## src/rtl/flash_security_pkg.sv

```systemverilog
`default_nettype none
package flash_security_pkg;

  localparam int ADR_W = 18;
  localparam int DAT_W = 32;
  localparam int KEY_BYTES = 8;
  localparam int KEY_W = 64;

  // Register indices; the byte address on the bus is four times the index.
  localparam logic [15:0] IDX_OPTION = 16'h1821;
  localparam logic [15:0] IDX_CONFIG = 16'h1823;
  localparam logic [15:0] IDX_PROTECT = 16'h1824;
  localparam logic [15:0] IDX_STATUS = 16'h1827;
  localparam logic [15:0] IDX_KEY_BASE = 16'hFFB0;
  localparam logic [15:0] IDX_NV_PROTECT = 16'hFFBD;
  localparam logic [15:0] IDX_NV_OPTION = 16'hFFBF;

  // Option byte fields.
  localparam int OPT_KEY_ENABLE_BIT = 7;
  localparam int OPT_REDIRECT_DIS_BIT = 6;
  localparam int OPT_SEC_HIGH_BIT = 1;
  localparam int OPT_SEC_LOW_BIT = 0;
  localparam logic [7:0] OPT_VALID_MASK = 8'hC3;
  localparam logic [1:0] SEC_UNSECURED = 2'h2;

  // Configuration and status fields.
  localparam int CFG_KEY_ACCESS_BIT = 5;
  localparam int PROT_DISABLE_BIT = 0;
  localparam int STAT_SECURE_BIT = 0;
  localparam int STAT_KEY_UNLOCK_BIT = 1;
  localparam int STAT_KEY_FAIL_BIT = 2;
  localparam int STAT_ERASE_BIT = 3;

  // Reset values; option and protect hold theirs until the nonvolatile bytes are copied in.
  localparam logic [7:0] RST_OPTION = 8'h00;
  localparam logic [7:0] RST_CONFIG = 8'h00;
  localparam logic [7:0] RST_PROTECT = 8'h00;
  localparam logic [31:0] RST_RDATA = 32'h0000_0000;

  typedef enum logic {
    PH_LOAD,
    PH_RUN
  } phase_e;

  typedef struct packed {
    phase_e phase;
    logic [7:0] option;
    logic [7:0] cfg;
    logic [7:0] protect;
    logic key_unlocked;
    logic erase_released;
    logic key_fail;
    logic secure;
    logic ack;
    logic [31:0] rdata;
  } top_state_s;

  localparam top_state_s TOP_RST = '{
    phase: PH_LOAD,
    option: RST_OPTION,
    cfg: RST_CONFIG,
    protect: RST_PROTECT,
    key_unlocked: 1'b0,
    erase_released: 1'b0,
    key_fail: 1'b0,
    secure: 1'b1,
    ack: 1'b0,
    rdata: RST_RDATA
  };

  typedef struct packed {
    logic [7:0] got;
    logic [63:0] key;
    logic done;
    logic match;
  } key_state_s;

  localparam key_state_s KEY_RST = '{
    got: 8'h00,
    key: 64'h0000_0000_0000_0000,
    done: 1'b0,
    match: 1'b0
  };

endpackage
`default_nettype wire

```

## src/rtl/key_compare_unit.sv

```systemverilog
`timescale 1ns/10ps
`default_nettype none
module key_compare_unit (
  input wire logic mclk,
  input wire logic resetn,
  input wire logic clear,
  input wire logic wr,
  input wire logic [2:0] slot,
  input wire logic [7:0] data,
  input wire logic [flash_security_pkg::KEY_W-1:0] ref_key,
  output logic done,
  output logic match
);
  import flash_security_pkg::*;

  key_state_s st_q;
  key_state_s st_d;
  logic [7:0] slot_bit;

  assign slot_bit = 8'h01 << slot;

  // The compare fires only once every byte slot has been written, in any order.
  always_comb begin
    st_d = st_q;
    st_d.done = 1'b0;
    if (clear) begin
      st_d.got = 8'h00;
    end else if (wr) begin
      st_d.key[{slot, 3'h0} +: 8] = data;
      st_d.got = st_q.got | slot_bit;
      if (&st_d.got) begin
        st_d.done = 1'b1;
        st_d.match = (st_d.key == ref_key);
        st_d.got = 8'h00;
      end
    end
  end

  always_ff @(posedge mclk or negedge resetn) begin
    if (!resetn) begin
      st_q <= KEY_RST;
    end else begin
      st_q <= st_d;
    end
  end

  assign done = st_q.done;
  assign match = st_q.match;

endmodule // key_compare_unit
`default_nettype wire

```

## src/rtl/flash_security_key_unlock.sv

```systemverilog
`timescale 1ns/10ps
`default_nettype none
// Overview of operation
// - Copy nonvolatile protect and option bytes at reset.
// - Matching key unlocks only while key enabled.
// - Key accepted only from secure-memory code.
// - Background debug can never present the key.
// - Key enable cleared disables key completely.
// - Otherwise only verified mass erase releases security.
// - Unsecured when security field holds 1:0, or after key or erase release.
// - Secure state blocks RAM for debug, nonsecure code.
module flash_security_key_unlock (
  input wire logic mclk,
  input wire logic resetn,
  input wire logic wb_cyc_i,
  input wire logic wb_stb_i,
  input wire logic wb_we_i,
  input wire logic [flash_security_pkg::ADR_W-1:0] wb_adr_i,
  input wire logic [3:0] wb_sel_i,
  input wire logic [flash_security_pkg::DAT_W-1:0] wb_dat_i,
  output logic [flash_security_pkg::DAT_W-1:0] wb_dat_o,
  output logic wb_ack_o,
  input wire logic bus_from_debug,
  input wire logic code_in_secure,
  input wire logic [7:0] nonvolatile_protect_byte,
  input wire logic [7:0] nonvolatile_option_byte,
  input wire logic [flash_security_pkg::KEY_W-1:0] backdoor_compare_key,
  input wire logic mass_erase_verified,
  input wire logic ram_req_debug,
  input wire logic ram_req_nonsecure,
  output logic ram_access_deny,
  output logic secure_engaged,
  output logic [7:0] flash_protect_working,
  output logic vector_redirect_disable
);
  import flash_security_pkg::*;

  top_state_s st_q;
  top_state_s st_d;
  logic [15:0] idx;
  logic req;
  logic wr_fire;
  logic is_key;
  logic key_ok;
  logic key_fire;
  logic kc_done;
  logic kc_match;
  logic [31:0] rd_word;
  logic [7:0] status_byte;

  assign idx = wb_adr_i[17:2];
  assign req = wb_cyc_i & wb_stb_i;
  // Writes land on the edge at which the master samples ack, never earlier.
  assign wr_fire = req & wb_we_i & st_q.ack & wb_sel_i[0];
  assign is_key = (idx[15:3] == IDX_KEY_BASE[15:3]);

  // The key path is open only to secure code, never to debug, and only with the key enabled.
  assign key_ok = (st_q.phase == PH_RUN) & st_q.option[OPT_KEY_ENABLE_BIT]
                  & code_in_secure
                  & ~bus_from_debug;
  assign key_fire = wr_fire & is_key & st_q.cfg[CFG_KEY_ACCESS_BIT] & key_ok;

  key_compare_unit u_key_compare (
    .mclk(mclk),
    .resetn(resetn),
    .clear(~st_q.cfg[CFG_KEY_ACCESS_BIT]),
    .wr(key_fire),
    .slot(idx[2:0]),
    .data(wb_dat_i[7:0]),
    .ref_key(backdoor_compare_key),
    .done(kc_done),
    .match(kc_match)
  );

  always_comb begin
    status_byte = 8'h00;
    status_byte[STAT_SECURE_BIT] = st_q.secure;
    status_byte[STAT_KEY_UNLOCK_BIT] = st_q.key_unlocked;
    status_byte[STAT_KEY_FAIL_BIT] = st_q.key_fail;
    status_byte[STAT_ERASE_BIT] = st_q.erase_released;
  end

  // The stored key is never readable here; its slots read as zero so secrets cannot leak.
  always_comb begin
    rd_word = 32'h0000_0000;
    if (idx == IDX_OPTION) begin
      rd_word[7:0] = st_q.option & OPT_VALID_MASK;
    end else if (idx == IDX_CONFIG) begin
      rd_word[7:0] = st_q.cfg;
    end else if (idx == IDX_PROTECT) begin
      rd_word[7:0] = st_q.protect;
    end else if (idx == IDX_STATUS) begin
      rd_word[7:0] = status_byte;
    end else if (idx == IDX_NV_PROTECT) begin
      rd_word[7:0] = nonvolatile_protect_byte;
    end else if (idx == IDX_NV_OPTION) begin
      rd_word[7:0] = nonvolatile_option_byte;
    end else begin
      rd_word = 32'h0000_0000;
    end
  end

  always_comb begin
    st_d = st_q;
    st_d.ack = req & ~st_q.ack;
    if (st_q.phase == PH_LOAD) begin
      st_d.phase = PH_RUN;
      st_d.option = nonvolatile_option_byte;
      st_d.protect = nonvolatile_protect_byte;
    end else begin
      if (wr_fire) begin
        if (idx == IDX_CONFIG) begin
          st_d.cfg = 8'h00;
          st_d.cfg[CFG_KEY_ACCESS_BIT] = wb_dat_i[CFG_KEY_ACCESS_BIT] & key_ok;
        end else if (idx == IDX_PROTECT) begin
          st_d.protect = wb_dat_i[7:0];
        end else if (idx == IDX_STATUS) begin
          if (wb_dat_i[STAT_KEY_FAIL_BIT]) begin
            st_d.key_fail = 1'b0;
          end
        end
      end
      // A compare result comes after any clear so that a failure is never lost.
      if (kc_done) begin
        st_d.cfg[CFG_KEY_ACCESS_BIT] = 1'b0;
        if (kc_match) begin
          st_d.key_unlocked = 1'b1;
        end else begin
          st_d.key_fail = 1'b1;
        end
      end
      if (!st_q.option[OPT_KEY_ENABLE_BIT]) begin
        st_d.cfg[CFG_KEY_ACCESS_BIT] = 1'b0;
        st_d.key_unlocked = 1'b0;
      end
      if (mass_erase_verified) begin
        st_d.erase_released = 1'b1;
      end
    end
    // Release flags are cleared only by reset, so security returns from the reloaded byte.
    st_d.secure = (st_d.option[OPT_SEC_HIGH_BIT:OPT_SEC_LOW_BIT] != SEC_UNSECURED)
                  & ~st_d.key_unlocked
                  & ~st_d.erase_released;
    if (st_d.ack) begin
      st_d.rdata = rd_word;
    end
  end

  always_ff @(posedge mclk or negedge resetn) begin
    if (!resetn) begin
      st_q <= TOP_RST;
    end else begin
      st_q <= st_d;
    end
  end

  assign wb_dat_o = st_q.rdata;
  assign wb_ack_o = st_q.ack;
  assign secure_engaged = st_q.secure;
  assign flash_protect_working = st_q.protect;
  assign vector_redirect_disable = st_q.option[OPT_REDIRECT_DIS_BIT];
  // Deny is combinational so the RAM arbiter can gate the very access that asks.
  assign ram_access_deny = st_q.secure & (ram_req_debug | ram_req_nonsecure);

  // Reset is released on a clock edge, and the copy happens one edge later.
  AST_LOAD_COPY: assert property (
    @(posedge mclk) disable iff (!resetn)
    resetn && (st_q.phase == PH_LOAD) |=>
      (st_q.option == $past(nonvolatile_option_byte))
      && (st_q.protect == $past(nonvolatile_protect_byte))
      && (st_q.phase == PH_RUN)
  ) else $error("Working bytes not loaded after reset.");

  AST_UNLOCK_NEEDS_MATCH: assert property (
    @(posedge mclk) disable iff (!resetn)
    $rose(st_q.key_unlocked) |-> $past(kc_done && kc_match && st_q.option[OPT_KEY_ENABLE_BIT])
  ) else $error("Key unlock without an enabled matching compare.");

  AST_KEY_ACCESS_SOURCE: assert property (
    @(posedge mclk) disable iff (!resetn)
    $rose(st_q.cfg[CFG_KEY_ACCESS_BIT]) |-> $past(code_in_secure && wr_fire)
  ) else $error("Key access opened from nonsecure code.");

  AST_NO_DEBUG_KEY: assert property (
    @(posedge mclk) disable iff (!resetn)
    (wr_fire && is_key && bus_from_debug) |=> !kc_done
  ) else $error("Debug write reached the key compare.");

  AST_KEY_DISABLED: assert property (
    @(posedge mclk) disable iff (!resetn)
    (st_q.phase == PH_RUN && !st_q.option[OPT_KEY_ENABLE_BIT]) |=>
      !st_q.key_unlocked && !st_q.cfg[CFG_KEY_ACCESS_BIT]
  ) else $error("Key path active with the key disabled.");

  AST_ERASE_ONLY: assert property (
    @(posedge mclk) disable iff (!resetn)
    (st_q.phase == PH_RUN && st_q.secure && !st_q.option[OPT_KEY_ENABLE_BIT]
      && !mass_erase_verified) |=> st_q.secure
  ) else $error("Security released without a verified erase.");

  AST_SEC_FIELD: assert property (
    @(posedge mclk) disable iff (!resetn)
    (st_q.phase == PH_RUN && !st_q.key_unlocked && !st_q.erase_released) |->
      (secure_engaged == (st_q.option[1:0] != SEC_UNSECURED))
  ) else $error("Security state disagrees with the security field.");

  AST_RAM_BLOCK: assert property (
    @(posedge mclk) disable iff (!resetn)
    (secure_engaged && (ram_req_debug || ram_req_nonsecure)) |-> ram_access_deny
  ) else $error("RAM reachable while secure.");

  AST_RAM_OPEN: assert property (
    @(posedge mclk) disable iff (!resetn)
    !secure_engaged |-> !ram_access_deny
  ) else $error("RAM denied while unsecured.");

  AST_UNLOCK_STICKY: assert property (
    @(posedge mclk) disable iff (!resetn)
    (st_q.key_unlocked && st_q.option[OPT_KEY_ENABLE_BIT]) |=> st_q.key_unlocked [*2]
  ) else $error("Key release dropped before reset.");

  AST_ACK_PULSE: assert property (
    @(posedge mclk) disable iff (!resetn)
    (req && !wb_ack_o) |=> wb_ack_o ##1 !wb_ack_o
  ) else $error("Bus ack not a single-cycle answer.");

  AST_COMPARE_FROM_SECURE: assert property (
    @(posedge mclk) disable iff (!resetn)
    kc_done |-> $past(code_in_secure && !bus_from_debug)
  ) else $error("Key compare fed by a refused source.");

  AST_FAIL_FLAG_SET: assert property (
    @(posedge mclk) disable iff (!resetn)
    (kc_done && !kc_match) |=> st_q.key_fail
  ) else $error("Failed compare left no fail flag.");

  AST_ACCESS_CLOSES: assert property (
    @(posedge mclk) disable iff (!resetn)
    kc_done |=> !st_q.cfg[CFG_KEY_ACCESS_BIT]
  ) else $error("Key access still open after a compare.");

  AST_UNLOCK_RELEASES: assert property (
    @(posedge mclk) disable iff (!resetn)
    st_q.key_unlocked |-> !secure_engaged
  ) else $error("Secure while the key release is held.");

  AST_ERASE_STICKY: assert property (
    @(posedge mclk) disable iff (!resetn)
    st_q.erase_released |=> st_q.erase_released && !secure_engaged
  ) else $error("Erase release dropped before reset.");

  AST_ERASE_RELEASE: assert property (
    @(posedge mclk) disable iff (!resetn)
    (st_q.phase == PH_RUN && mass_erase_verified) |=> !secure_engaged
  ) else $error("Verified erase did not release security.");

  AST_UNSECURED_FIELD: assert property (
    @(posedge mclk) disable iff (!resetn)
    (st_q.phase == PH_RUN
      && st_q.option[OPT_SEC_HIGH_BIT:OPT_SEC_LOW_BIT] == SEC_UNSECURED) |-> !secure_engaged
  ) else $error("Secure although the field holds 1:0.");

  AST_OPTION_HELD: assert property (
    @(posedge mclk) disable iff (!resetn)
    (st_q.phase == PH_RUN) |=> (st_q.phase == PH_RUN) && $stable(st_q.option)
  ) else $error("Working option byte changed outside reset.");

  AST_DENY_NEEDS_REQ: assert property (
    @(posedge mclk) disable iff (!resetn)
    ram_access_deny |-> (ram_req_debug || ram_req_nonsecure)
  ) else $error("RAM deny raised with no request.");

  AST_KEY_READS_ZERO: assert property (
    @(posedge mclk) disable iff (!resetn)
    (req && !wb_ack_o && !wb_we_i && is_key) |=> (wb_dat_o == 32'h0000_0000)
  ) else $error("Key slot read returned data.");

  AST_READ_UPPER_ZERO: assert property (
    @(posedge mclk) disable iff (!resetn)
    wb_ack_o |-> (wb_dat_o[31:8] == 24'h00_0000)
  ) else $error("Read data upper bytes not zero.");

  AST_WRITE_AT_ACK: assert property (
    @(posedge mclk) disable iff (!resetn)
    (wr_fire && idx == IDX_PROTECT) |=> (flash_protect_working == $past(wb_dat_i[7:0]))
  ) else $error("Protect write did not land at the ack edge.");

  COV_KEY_UNLOCK: cover property (
    @(posedge mclk) disable iff (!resetn)
    $rose(st_q.key_unlocked)
  );

  COV_KEY_FAIL: cover property (
    @(posedge mclk) disable iff (!resetn)
    $rose(st_q.key_fail)
  );

  COV_ERASE_RELEASE: cover property (
    @(posedge mclk) disable iff (!resetn)
    $rose(st_q.erase_released)
  );

  COV_RAM_DENY: cover property (
    @(posedge mclk) disable iff (!resetn)
    ram_access_deny && ram_req_debug
  );

  COV_KEY_ACCESS_OPEN: cover property (
    @(posedge mclk) disable iff (!resetn)
    $rose(st_q.cfg[CFG_KEY_ACCESS_BIT])
  );

endmodule // flash_security_key_unlock
`default_nettype wire

```

## config.mk

```make
export PLATFORM = sky130hd
export DESIGN_NAME = flash_security_key_unlock
export DESIGN_NICKNAME = d
export VERILOG_FILES = /design/src/rtl/flash_security_pkg.sv /design/src/rtl/key_compare_unit.sv /design/src/rtl/flash_security_key_unlock.sv
export SDC_FILE = /design/constraint.sdc
export NUM_CORES = 1
export LEC_CHECK = 0
export CAP_MARGIN = 5
export CORE_UTILIZATION = 45
export CTS_CLUSTER_DIAMETER = 50
export DETAILED_ROUTE_END_ITERATION = 8
export DONT_BUFFER_PORTS = 1
export PLACE_DENSITY = 0.71
export SETUP_SLACK_MARGIN = 0.05
export SLEW_MARGIN = 20
export SYNTH_ARGS = -nofsm -noshare
export SYNTH_HDL_FRONTEND = slang
export SYNTH_SLANG_ARGS = --single-unit
export TNS_END_PERCENT = 50
```

## constraint.sdc

```tcl
create_clock -name mclk -period 3 [get_ports mclk]
set_clock_uncertainty 0.05 [all_clocks]
set_input_delay 0.45 -clock mclk [delete_from_list [all_inputs] [get_ports mclk]]
set_output_delay 0.45 -clock mclk [all_outputs]
set_load 0.05 [all_outputs]
```

Word level (Yosys, flattened, before mapping)
Index checks and enable logic that the tools add are counted.
- memories: 0
- memory bits (read-only): 0
- memory bits (writable): 0
- bits of input ports: 144
- bits in registers: 105
- bits in latches: 0
- logic and storage cells: 92
- $mul: 0
- div/mod/pow operators: 0
- equality and inequality tests: 15
- $lt $le $gt $ge: 0
- bitwise gates (word level): 21
- reductions and logical operators: 5
- shift operators: 3
- muxes and demuxes: 32
- add/sub/neg operators: 1
- operators with widths (operator ; number):
    8-bit 2-to-1 mux ; 11
    74-bit 2-to-1 mux ; 1
    64-bit bitwise mux ; 1
    16-bit by 13-bit == test with 1-bit output, second input constant ; 4
    64-bit == test ; 1
    8-bit by 8-bit variable shift with 64-bit output, first input constant ; 1
    8-bit by 8-bit variable part select with 64-bit output ; 1
    16-bit == test, second input constant ; 2
    1-bit AND ; 15
    14-bit 2-to-1 mux ; 1
    13-bit == test, second input constant ; 1
    1-bit 2-to-1 mux ; 13
    10-bit AND reduction ; 1
    6-bit negator with 8-bit output ; 1
    8-bit OR ; 1
    8-bit AND reduction ; 1
    1-bit by 3-bit << shifter with 8-bit output, first input constant ; 1
    2-bit 2-to-1 mux ; 3
    6-bit 2-to-1 mux ; 1
    2-bit by 1-bit inequality test with 1-bit output, second input constant ; 3
    3-bit by 1-bit inequality test with 1-bit output, second input constant ; 2
    3-bit AND reduction ; 2
    2-bit inequality test, second input constant ; 2
    1-bit NOT ; 4
    other kinds (3) ; 3

Depth between registers and ports, before layout
- word-level depth: 11
- gate-level depth with buffers: 15

Modules after synthesis
From an unflattened synthesis, not the netlist that was laid out.
- cells, all modules: 776
- area, all modules: 6988.0 µm²
- modules (own cells, without submodules) (module ; instances ; area an instance (µm²) ; cells each ; seq. area each (µm²)):
    key_compare_unit ; 1 ; 5069.9 ; 570 ; 1851.8
    flash_security_key_unlock ; 1 ; 1918.1 ; 206 ; 676.9

Worst setup path after synthesis
No wires, ideal clock.
- path type: input to register
- start: input port wb_adr_i[2] (netlist name)
- end: register u_key_compare.st_q (netlist bit u_key_compare.match)
- arrival: 3.176 ns
- stages: 13
- slack: -0.308 ns
- library setup time: 0.082 ns
- cell sequence: buf_6 > inv_2 > ha_1 > ha_1 > buf_4 > or4b_4 > buf_2 > o211ai_1 > o2111ai_1 > nor3_1 > nand4_1 > or4_1 > o22ai_1
- word-level cells in the longest chain between the ends: 4
- RTL lines (element ; line ; text):
    start: declaration ; flash_security_key_unlock.sv:18 ; input wire logic [flash_security_pkg::ADR_W-1:0] wb_adr_i,
    6-bit negator with 8-bit output ; key_compare_unit.sv:29 ; st_d.key[{slot, 3'h0} +: 8] = data;
    8-bit by 8-bit variable part select with 64-bit output / 8-bit by 8-bit variable shift with 64-bit output (equally long branches) ; key_compare_unit.sv:29 ;
    64-bit bitwise mux ; key_compare_unit.sv:29 ;
    64-bit == test ; key_compare_unit.sv:33 ; st_d.match = (st_d.key == ref_key);
    end signal: assignment ; key_compare_unit.sv:43 ; st_q <= st_d;
    end: declaration ; key_compare_unit.sv:16 ; key_state_s st_q;
Parallel ways exist; a longest one is shown, timed or not.
A chain may end at the register's enable or synchronous reset.

Final worst setup path
- start: input port wb_adr_i[3] (netlist name)
- end: register u_key_compare.st_q (netlist bit u_key_compare.match)
Same word-level chain as after synthesis.

==> key figures <==
Status
  – Status: completed

Setup path
  – Worst R2R Setup Slack: 0.17 ns
  – Crit path max-delay family: simple AND/OR/NAND/NOR gates
  – Crit path buffers/inverters: 2
  – Crit-path slowest cell: a2111oi_1
  – Arr. time, crit path: 3.12 ns
  – RR Startpoint: wb_ack_o$_DFF_PN0_
  – Crit path launch type: primary input
  – FF-to-FF End: u_key_compare.st_q[70]$_DFFE_PN0P_
  – Critical path capture point type: register
  – CP required: 3.24 ns
  – R2R depth: 7
  – Crit-path max cell delay: 0.55 ns
  – Critical Path Fanout Max: 5
  – Setup crit start: wb_adr_i[3]
  – CP Cell Sequence: inv_1 > ha_4 > ha_2 > nor2_1 > nand4_1 > mux2i_1 > o22ai_1 > a2111oi_1 > buf_4 > nand4_1 > or4_1 > o22ai_1
  – Worst setup path category: primary input to register

Final layout
  – Share of cells above drive strength 1: 15.21%
  – Register Area: 0.002529 mm2
  – Final instance area: 0.007048 mm2
  – Area of the multi-input gates: 0.003452 mm2
  – Layout Nets: 876
  – Post-route insts no fill: 910
  – Ant diodes: 0
  – Highest-count cells in the layout ignoring fill and taps: dfrtp_1 (100), nand2_1 (92), o21ai_0 (57), buf_4 (41), a21oi_1 (40)
  – Commonest non-fill, non-tap cell in the layout: dfrtp_1
  – Filler Cell Count: 1297
  – Synthesis-to-finish area growth: 8.829%
  – Post-layout utilization of the core: 50.58%

Timing
  – Final Hold Viols: 0
  – # setup viols final: 0
  – Max_slew headroom: 56.75%
  – Max Clock Freq: 347.5 MHz
  – Min cycle time layout: 2.878 ns
  – Final Slew Violations: 0
  – Period utilisation layout: 95.92%
  – Worst-Margin Slew: 0.6464 ns
  – RSZ-0062 raised after global routing: yes
  – Hold WS: 0.1629 ns

Floorplanning
  – Core area: 0.01393 mm2
  – Die Area: 0.01488 mm2
  – Die H: 122.0 um
  – Starting Density: 46.48%
  – Die X: 122.0 um
  – # rows: 43
  – Io pins: 188

Routing
  – Initial DRC count: 460
  – DRC errors left: 0
  – Routed wire length: 19.98 mm
  – Met2 WL: 9.561 mm
  – DR WL met3: 2.049 mm
  – Post-DRT Antenna Nets: 0
  – Avg WL per Cell: 21.96 um
  – Routed vias/inst: 6.141
  – Metal1 wirelength: 7.639 mm
  – Pre-antenna DRT Iters: 6
  – Via Count: 5588
  – Highest Signal Layer: met4

GRT
  – Vias in the first global route: 5562
  – Largest net degree at the start of global routing: 102
  – Initial antenna violation count: 0
  – GR Overflow Total: 0
  – Total track usage: 27.63%
  – Global-route wire length before repair: 30.76 mm

Power and ir drop
  – Worst VDD drop: 0.3177 mV
  – Tot Pwr: 3.085 mW
  – P_leak: 3.098 nW
  – Power Density: 437.8 mW/mm2

Worst hold path
  – Worst Hold Class: primary input to register
  – Hold path endpoint: u_key_compare.st_q[19]$_DFFE_PN0N_
  – Hold depth: 2
  – Hold_sp: wb_dat_i[1]

CTS
  – Total CTS buffers: 9
  – Sink Count: 101
  – Buffer depth of the longest clock path: 2
  – Clock Pin Slew Worst Setup and Hold Paths: 0.08 ns
  – Root Driver: clkbuf_16
  – Clock Latency Late Sink: 0.36 ns
  – H-tree Lvls: 3
  – CTS tree: done

Yosys
  – Syn Area/Cell: 8.920 um2
  – Gate count after technology mapping: 726
  – Primary FF master, synth: dfrtp_1
  – Distinct cells, synth: 68
  – Yosys reg bits: 101
  – Synth warn: 0
  – Cell taking the most area after synthesis: dfrtp_1
  – Number of synthesized flops with an enable pin: 0
  – Sequential area share after synthesis: 39.05%
  – Cell Area, Synth: 0.006476 mm2
  – Post-synth top area share: 38.64%
  – Area contributors post-synth: dfrtp_1 (39%), mux2_2 (5.9%), nand2_1 (5.3%), mux2i_1 (4.8%), buf_4 (4.8%)
  – Post-synth ARST share: 100.0%

Placement
  – GPL Wtd Cong: 0.9919
  – Port bufs: 0
  – Dpl hpwl: 15.15 mm
  – Dpl cells: 892
  – DP Area: 0.006699 mm2

Job
  – Max-Cap Viols: 0
final cells by class:
cell class,instances,area share (%)
Clock inverter,6,0.9231
Timing Repair Buffer,45,5.468
Tap cell,180,3.195
Multi-Input combinational cell,528,48.98
Sequential cell,101,35.88
Clock buffer,10,3.391
Inverter,40,2.166
worst max-delay path by stage:
stage                                    endpoint  cells after the start
2_1_floorplan     u_key_compare.match$_DFFE_PN0P_                     13
3_3_place_gp      u_key_compare.match$_DFFE_PN0P_                     12
3_5_place_dp      u_key_compare.match$_DFFE_PN0P_                     12
4_1_cts           u_key_compare.match$_DFFE_PN0P_                     12
5_1_grt        u_key_compare.st_q[70]$_DFFE_PN0P_                      7
6_report          u_key_compare.match$_DFFE_PN0P_                     12
cell families after synthesis:
group,count (synthesis),synth area share [%]
adders and majority gates,7,1.352
and+or+nand+nor,209,16.27
DFF,101,39.05
other,2,0.1160
AOI/OAI and AO/OA,195,19.22
xor gates and xnor gates,27,3.652
buffers and inverters,120,9.641
muxes,65,10.70
per-layer routing:
metal | global-route usage, % | vias up
li1 | - | 2553
met1 | 33.20 | 2706
met2 | 44.84 | 285
met3 | 8.567 | 44
met4 | 13.12 | 0
met5 | 0 | -
flip-flops by register name (all words and copies together), names as in the netlist:
signal and count:
u_key_compare.st_q 72, wb_dat_o 8, st_q 8, u_key_compare.match 1
flash_protect_working 8, vector_redirect_disable 1, wb_ack_o 1, u_key_compare.done 1
secure_engaged 1
what timing repair did:
action	in CTS	in global routing
hold endpoints to repair	101	0
gates resized for setup	0	4
buffers inserted	0	0
endpoints found under the setup margin	0	2
hold buffers	2	0
metrics by stage:
step	setup WS, ns	setup TNS (ns)
floorplan	-0.01543	-0.01543
global placement	-0.2731	-0.2731
detailed placement	-0.2729	-0.2729
CTS	0.08491	0
global route	0.03683	0
finish	0.1224	0
power breakdown:
group | switching, mW | internal [mW] | leakage (nW)
clock network | 0.591 | 0.613 | 0.150
logic | 0.277 | 0.154 | 1.61
registers | 0.0719 | 1.38 | 1.33
Yosys cell counts (11+ instances only):
| cell | n |
|---|---|
| mux2_2 | 34 |
| a21oi_1 | 40 |
| nor2_1 | 38 |
| nand2_1 | 92 |
| xor2_1 | 12 |
| clkbuf_1 | 26 |
| mux2i_1 | 31 |
| dfrtp_1 | 100 |
| xnor2_1 | 15 |
| o21ai_0 | 59 |
| inv_1 | 38 |
| nand4_1 | 11 |
| o22ai_1 | 13 |
| buf_4 | 41 |
No activity file was read; power rests on OpenSTA's default activity.
